--- src/spl_pkg.sv ---
package spl_pkg;

  // ----------------------------------------------------------------
  // Widths
  // ----------------------------------------------------------------
  localparam int SPL_AW = 16;
  localparam int SPL_DW = 16;
  localparam int SPL_PCW = 23;

  // ----------------------------------------------------------------
  // Stack constants
  // ----------------------------------------------------------------
  localparam logic [15:0] SPL_WORD_STEP = 16'h0002;
  localparam logic [15:0] SPL_LOWER_BOUND = 16'h0800;
  localparam logic [15:0] SPL_SP_RESET = 16'h0800;
  localparam logic [15:0] SPL_ALIGN_MASK = 16'hFFFE;
  localparam logic [7:0] SPL_ZERO_BYTE = 8'h00;
  localparam int SPL_PC_HI_LSB = 16;

  // ----------------------------------------------------------------
  // Push kinds and sequencer states
  // ----------------------------------------------------------------
  typedef enum logic [1:0] {
    SPL_KIND_DATA = 2'b00,
    SPL_KIND_CALL = 2'b01,
    SPL_KIND_EXC = 2'b10
  } spl_kind_t;

  typedef enum logic [1:0] {
    SPL_ST_IDLE = 2'b00,
    SPL_ST_PC_HI = 2'b01
  } spl_state_t;

endpackage

--- src/spl_bound_cmp.sv ---
module spl_bound_cmp
  import spl_pkg::*;
(
  // Address under test
  input wire logic [SPL_AW-1:0] addr,
  input wire logic [SPL_AW-1:0] limit,
  // Verdicts
  output logic over,
  output logic under
);

  // ----------------------------------------------------------------
  // Bound comparison
  // ----------------------------------------------------------------
  // Equal to limit is still legal; only beyond it is an overflow
  always_comb begin
    over = (addr > limit);
    under = (addr < SPL_LOWER_BOUND);
  end

endmodule // spl_bound_cmp

--- src/spl_stack_unit.sv ---
// Behaviour
// - working_reg_fifteen is stack pointer, points at first free word, grows upward.
// - Push writes at pointer then increments; pop decrements then reads.
// - Call pushes of the program counter clear the upper byte.
// - Exception pushes put status_low_byte in the upper byte instead.
// - stack_limit is not initialised by reset.
// - Bit zero of stack_limit is forced to zero.
// - Every address formed through the stack pointer is compared with stack_limit; ea_addr only in cycles without push_req, pop_req or busy.
// - Push at pointer equal to limit is fine; next push traps.
// - Address below lower bound raises an underflow stack error.
module spl_stack_unit
  import spl_pkg::*;
(
  // Clock and reset
  input wire logic clk,
  input wire logic rstn,
  // Direct writes of the pointer and limit
  input wire logic sp_we,
  input wire logic [SPL_AW-1:0] sp_wdata,
  input wire logic limit_we,
  input wire logic [SPL_AW-1:0] limit_wdata,
  // Push and pop requests
  input wire logic push_req,
  input wire logic [1:0] push_kind,
  input wire logic [SPL_DW-1:0] push_data,
  input wire logic [SPL_PCW-1:0] push_pc,
  input wire logic [7:0] status_low_byte,
  input wire logic pop_req,
  // Other addresses formed through the pointer
  input wire logic ea_valid,
  input wire logic [SPL_AW-1:0] ea_addr,
  // Memory access toward data space
  output logic mem_req,
  output logic mem_we,
  output logic [SPL_AW-1:0] mem_addr,
  output logic [SPL_DW-1:0] mem_wdata,
  // Pointer and state
  output logic [SPL_AW-1:0] working_reg_fifteen,
  output logic busy,
  // Trap requests
  output logic stack_err,
  output logic stack_err_over,
  output logic stack_err_under
);

  // ----------------------------------------------------------------
  // Declarations
  // ----------------------------------------------------------------
  spl_state_t state_q, state_d;
  logic [SPL_AW-1:0] sp_q, sp_d;
  logic [SPL_AW-1:0] limit_q, limit_d;
  logic [SPL_DW-1:0] hi_word_q, hi_word_d;
  logic mem_req_q, mem_req_d;
  logic mem_we_q, mem_we_d;
  logic [SPL_AW-1:0] mem_addr_q, mem_addr_d;
  logic [SPL_DW-1:0] mem_wdata_q, mem_wdata_d;
  logic err_over_q, err_over_d;
  logic err_under_q, err_under_d;
  logic busy_q, busy_d;
  logic err_any_q, err_any_d;
  logic check_en;
  logic [SPL_AW-1:0] check_addr;
  logic chk_over;
  logic chk_under;
  logic [SPL_DW-1:0] pc_hi_word;
  logic [7:0] pc_top_byte;

  // ----------------------------------------------------------------
  // Address under check
  // ----------------------------------------------------------------
  // Push checks the pointer itself, pop the decremented pointer
  always_comb begin
    check_en = 1'b0;
    check_addr = ea_addr;
    if (state_q == SPL_ST_PC_HI) begin
      check_en = 1'b1;
      check_addr = sp_q;
    end else if (push_req) begin
      check_en = 1'b1;
      check_addr = sp_q;
    end else if (pop_req) begin
      check_en = 1'b1;
      check_addr = sp_q - SPL_WORD_STEP;
    end else if (ea_valid) begin
      check_en = 1'b1;
      check_addr = ea_addr;
    end
  end

  // Limit and lower bound comparison
  spl_bound_cmp u_cmp (
    .addr(check_addr),
    .limit(limit_q),
    .over(chk_over),
    .under(chk_under)
  );

  // ----------------------------------------------------------------
  // Upper word of a pushed program counter
  // ----------------------------------------------------------------
  // Calls clear the top byte, exceptions carry the status byte
  always_comb begin
    pc_top_byte = SPL_ZERO_BYTE;
    if (push_kind == SPL_KIND_EXC) begin
      pc_top_byte = status_low_byte;
    end
    pc_hi_word = {pc_top_byte, 1'b0, push_pc[SPL_PCW-1:SPL_PC_HI_LSB]};
  end

  // ----------------------------------------------------------------
  // Stack sequencer, next values
  // ----------------------------------------------------------------
  always_comb begin
    state_d = state_q;
    sp_d = sp_q;
    hi_word_d = hi_word_q;
    mem_req_d = 1'b0;
    mem_we_d = 1'b0;
    mem_addr_d = mem_addr_q;
    mem_wdata_d = mem_wdata_q;
    err_over_d = check_en & chk_over;
    err_under_d = check_en & chk_under;
    err_any_d = check_en & (chk_over | chk_under);
    unique case (state_q)
      SPL_ST_IDLE: begin
        if (push_req) begin
          // Write at the pointer, then step it up
          mem_req_d = 1'b1;
          mem_we_d = 1'b1;
          mem_addr_d = sp_q;
          sp_d = sp_q + SPL_WORD_STEP;
          unique case (push_kind)
            SPL_KIND_CALL, SPL_KIND_EXC: begin
              mem_wdata_d = push_pc[SPL_DW-1:0];
              hi_word_d = pc_hi_word;
              state_d = SPL_ST_PC_HI;
            end
            default: begin
              mem_wdata_d = push_data;
            end
          endcase
        end else if (pop_req) begin
          // Step the pointer down, then read there
          sp_d = sp_q - SPL_WORD_STEP;
          mem_req_d = 1'b1;
          mem_addr_d = sp_q - SPL_WORD_STEP;
        end else if (sp_we) begin
          sp_d = sp_wdata & SPL_ALIGN_MASK;
        end
      end
      SPL_ST_PC_HI: begin
        // Second word of a program counter push
        mem_req_d = 1'b1;
        mem_we_d = 1'b1;
        mem_addr_d = sp_q;
        mem_wdata_d = hi_word_q;
        sp_d = sp_q + SPL_WORD_STEP;
        state_d = SPL_ST_IDLE;
      end
      default: begin
        state_d = SPL_ST_IDLE;
      end
    endcase
    // Busy marks the second word of a program counter push
    busy_d = (state_d == SPL_ST_PC_HI);
  end

  // ----------------------------------------------------------------
  // Stack sequencer, registers
  // ----------------------------------------------------------------
  always_ff @(posedge clk or negedge rstn) begin
    if (!rstn) begin
      state_q <= SPL_ST_IDLE;
      sp_q <= SPL_SP_RESET;
      hi_word_q <= '0;
      mem_req_q <= 1'b0;
      mem_we_q <= 1'b0;
      mem_addr_q <= '0;
      mem_wdata_q <= '0;
      err_over_q <= 1'b0;
      err_under_q <= 1'b0;
      busy_q <= 1'b0;
      err_any_q <= 1'b0;
    end else begin
      state_q <= state_d;
      sp_q <= sp_d;
      hi_word_q <= hi_word_d;
      mem_req_q <= mem_req_d;
      mem_we_q <= mem_we_d;
      mem_addr_q <= mem_addr_d;
      mem_wdata_q <= mem_wdata_d;
      err_over_q <= err_over_d;
      err_under_q <= err_under_d;
      busy_q <= busy_d;
      err_any_q <= err_any_d;
    end
  end

  // ----------------------------------------------------------------
  // Stack limit register
  // ----------------------------------------------------------------
  // Written value takes effect from the next cycle on
  always_comb begin
    limit_d = limit_q;
    if (limit_we) begin
      limit_d = limit_wdata & SPL_ALIGN_MASK;
    end
  end

  // No reset: contents stay unknown until software writes them
  always_ff @(posedge clk) begin
    limit_q <= limit_d;
  end

  // ----------------------------------------------------------------
  // Outputs
  // ----------------------------------------------------------------
  assign mem_req = mem_req_q;
  assign mem_we = mem_we_q;
  assign mem_addr = mem_addr_q;
  assign mem_wdata = mem_wdata_q;
  assign working_reg_fifteen = sp_q;
  assign busy = busy_q;
  assign stack_err = err_any_q;
  assign stack_err_over = err_over_q;
  assign stack_err_under = err_under_q;

endmodule // spl_stack_unit

--- config.mk ---
export PLATFORM = sky130hd
export DESIGN_NAME = spl_stack_unit
export DESIGN_NICKNAME = d
export VERILOG_FILES = /design/src/spl_pkg.sv /design/src/spl_bound_cmp.sv /design/src/spl_stack_unit.sv
export SDC_FILE = /design/constraint.sdc
export NUM_CORES = 1
export LEC_CHECK = 0
export BUFFER_PORTS_ARGS = -buffer_cell sky130_fd_sc_hd__buf_2
export CAP_MARGIN = 20
export CORE_MARGIN = 8
export CORE_UTILIZATION = 55
export DETAILED_ROUTE_END_ITERATION = 10
export GPL_ROUTABILITY_DRIVEN = 1
export PLACE_DENSITY_LB_ADDON = 0.15
export RECOVER_POWER = 50
export SYNTH_ARGS = -nofsm -noshare
export SYNTH_HDL_FRONTEND = slang
export SYNTH_HIERARCHICAL = 1
export SYNTH_SLANG_ARGS = --single-unit
--- constraint.sdc ---
create_clock -name clk -period 5.3 [get_ports clk]
set_input_delay 0.795 -clock clk [delete_from_list [all_inputs] [get_ports clk]]
set_output_delay 0.795 -clock clk [all_outputs]
set_load 0.005 [all_outputs]
==> impl_results.md <==
* Clock sink count at 84
* GPL Wtd Cong at 0.9204
* Async set-reset flop share out of synthesis at 0.8214
* Cts bufs inserted at 9
* Placed Area at 0.005911 mm2
* Global-route usage over all layers at 0.2304
* Area Growth Syn to Fin at 18.33%
* IO Pins at 158
* Top-count cell post-synth: nand2_1
* CP max stage cell: nor3_1
* CTS H-tree lvls at 3
* Root buffer cell: clkbuf_8
* Gate Count Post-Synth at 616
* Clock transition at path regs at 0.08 ns
* Flop-to-flop setup slack at 1.43 ns
* Synth top area share at 0.3311
* CP delay by family, top: compound AO/OA/AOI/OAI gates
* Grt total ovfl at 0
* Post-CTS setup buffers at 0
* Final Skew at 0.01810 ns
* Fmax at 0.2583 GHz
* First-pass DRT Iterations at 5
* Number of remaining DRC errors at 0
* TritonCTS clock tree: built
* Slew Viols, Final at 70
* Initial Util at 0.5614
* Vias in the first global route at 4731
* Final period util at 0.7306
* Final Cell Area at 0.006081 mm2
* EDFF count, synth at 15
* Seq/Total Area, Yosys at 0.4239
* Worst-margin pin slew at 3.681 ns
* PostCTS Resize Cnt at 0
* Setup WS post-layout at 1.428 ns
* Clock buffer depth at 2
* Hold Fails Final Rpt at 0
* Crit Path Max Fanout at 12
* Average wire per standard cell at 17.48 um
* Antenna violations before repair at 0
* PwrDens at 331.9 mW/mm2
* I/O Buffers at 153
* Hold Path Class: register to register
* Vias at 5033
* CP max stage delay at 0.62 ns
* Main synth FF type: dfrtp_1
* Critical Path RT at 5.54 ns
* Yosys warns at 6
* First-pass GRT wire length at 23.60 mm
* Failing checks: capacitance limit, slew limit
* RSZ-0062 raised after global routing: false
* Total Wirelength at 14.94 mm
* Crit end category: register
* Synth top area cells: dfrtp_1, edfxtp_1, a21oi_1
* CP Buf/Inv Count at 2
* ANT nets after route at 0
* Placement Setup Slack at 1.516 ns
* CP Cell Sequence: inv_1 -> ha_1 -> inv_1 -> nor3_1 -> nand4_1 -> o21ai_0 -> a21oi_1 -> ha_1 -> nand4_1 -> nor2_1 -> a221o_1 -> o31a_1 -> o22a_1
* Site Rows at 35
* Hold buffers post-CTS at 0
* Setup Crit Path Kind: register to register
* Relative slew margins at -1.454
* Synthesized area at 0.005139 mm2
* Flops & latches, synth at 84
* Net count of the finished layout at 862
* Maximum VDD drop at 0.1801 mV
* Vias per cell at 5.887
* CORE AREA at 0.009153 mm2
* Commonest cells post-synth: nand2_1, dfrtp_1, a21oi_1
* CP startpoint kind: register
* Die width at 112.7 um
* CP arrival at 4.11 ns
* Fin crit period at 3.872 ns
* Largest area contributor in the netlist: dfrtp_1
* Largest net degree at the start of global routing at 70
* Iter 0 DRT Violations at 366
* Leak at 2.888 nW
* # diodes at 0
* # Max-Cap Violations at 1
* Setup TNS at 0 ns
* Yosys cell types at 56
* Clk_lat worst skew at 0.36 ns
* Syn Area/Cell at 8.342 um2
* Status: finished with violations
* Die Area at 0.01269 mm2
* HPWL Detailed at 11.13 mm
* Share of cells above drive strength 1 at 0.2446
* Die height at 112.7 um
* Setup-failing EPs final at 0
## tightest hold or removal path, cell delays in order, from the launching register on
cell and delay, ns:
dfrtp_1 0.35, nand2_1 0.05, nand2_1 0.05
## final cells by class
| type | count | area, um2 |
|---|---|---|
| clock buffer | 10 | 137.6 |
| sequential | 84 | 2178 |
| inverter | 28 | 105.1 |
| fill | 801 | 3072 |
| timing repair buffer | 159 | 800.8 |
| clock inverter | 6 | 46.29 |
| multi-input combinational | 457 | 2674 |
| tap | 111 | 138.9 |
## final timing paths
check                                                        start                   endpoint  cells after the start
worst max-delay path            working_reg_fifteen[1]$_DFFE_PN0P_        stack_err$_DFF_PN0_                     13
max in group asynchronous                                     rstn       state_q[1]$_DFF_PN0_                      2
worst min-delay path                     hi_word_q[12]$_DFFE_PN0P_  hi_word_q[12]$_DFFE_PN0P_                      2
worst max register to register  working_reg_fifteen[1]$_DFFE_PN0P_        stack_err$_DFF_PN0_                     13
worst min register to register           hi_word_q[12]$_DFFE_PN0P_  hi_word_q[12]$_DFFE_PN0P_                      2
min in group asynchronous                                     rstn  mem_wdata[11]$_DFFE_PN0P_                      2
## per-layer routing
metal	part of all wire	vias up	global-route usage
met3	0.080	29	0.05046
met4	0.025	0	0.09263
met2	0.47	212	0.3571
li1	-	2419	-
met1	0.43	2373	0.3058
met5	0	-	0
## power breakdown
group	leakage, nW	switching (mW)	total [mW]	internal (mW)
registers	0.983	0.171	0.948	0.777
clock network	0.0950	0.251	0.440	0.188
logic	1.81	0.341	0.631	0.290
total	2.89	0.763	2.02	1.26
## flip-flops by register name (all words and copies together), names as in the netlist, 2 cells and up
| register | flops |
|---|---|
| state_q | 2 |
| mem_addr | 15 |
| mem_wdata | 16 |
| limit_q | 15 |
| hi_word_q | 15 |
| working_reg_fifteen | 15 |
## cells by family after synthesis
kind of cell	Yosys count	share of synthesized area
simple gates	235	0.2126
mux	23	0.04553
compound gates	159	0.1831
flops	84	0.4239
other cells	1	0.0007298
fa+ha+maj	19	0.04626
buf+inv	78	0.05892
xor+xnor	17	0.02897
## cell usage in the layout, fill, tap and decap left out, drive strengths merged, types with 5 or more instances in the layout
cell type,n
nor4,8
buf,153
nand4,14
nor2,63
edfxtp,15
nor3,11
nand3,22
and3,7
a21oi,64
xnor2,10
nand2,83
o21ai,42
ha,19
xor2,7
o22ai,13
inv,31
or4,5
mux2i,20
clkbuf,16
dfrtp,68
## metrics by stage
step	instances	utilization	total power [mW]	hold WS (ns)
3_5_place_dp	839	0.6458	1.589	0.4601
5_1_grt	855	0.6644	2.148	0.4998
3_3_place_gp	839	0.6458	1.563	0.4518
4_1_cts	855	0.6659	2.025	0.4831
6_report	855	0.6644	2.018	0.4756
2_1_floorplan	619	-	1.324	0.4391
No activity file was read; power rests on OpenSTA's default activity.
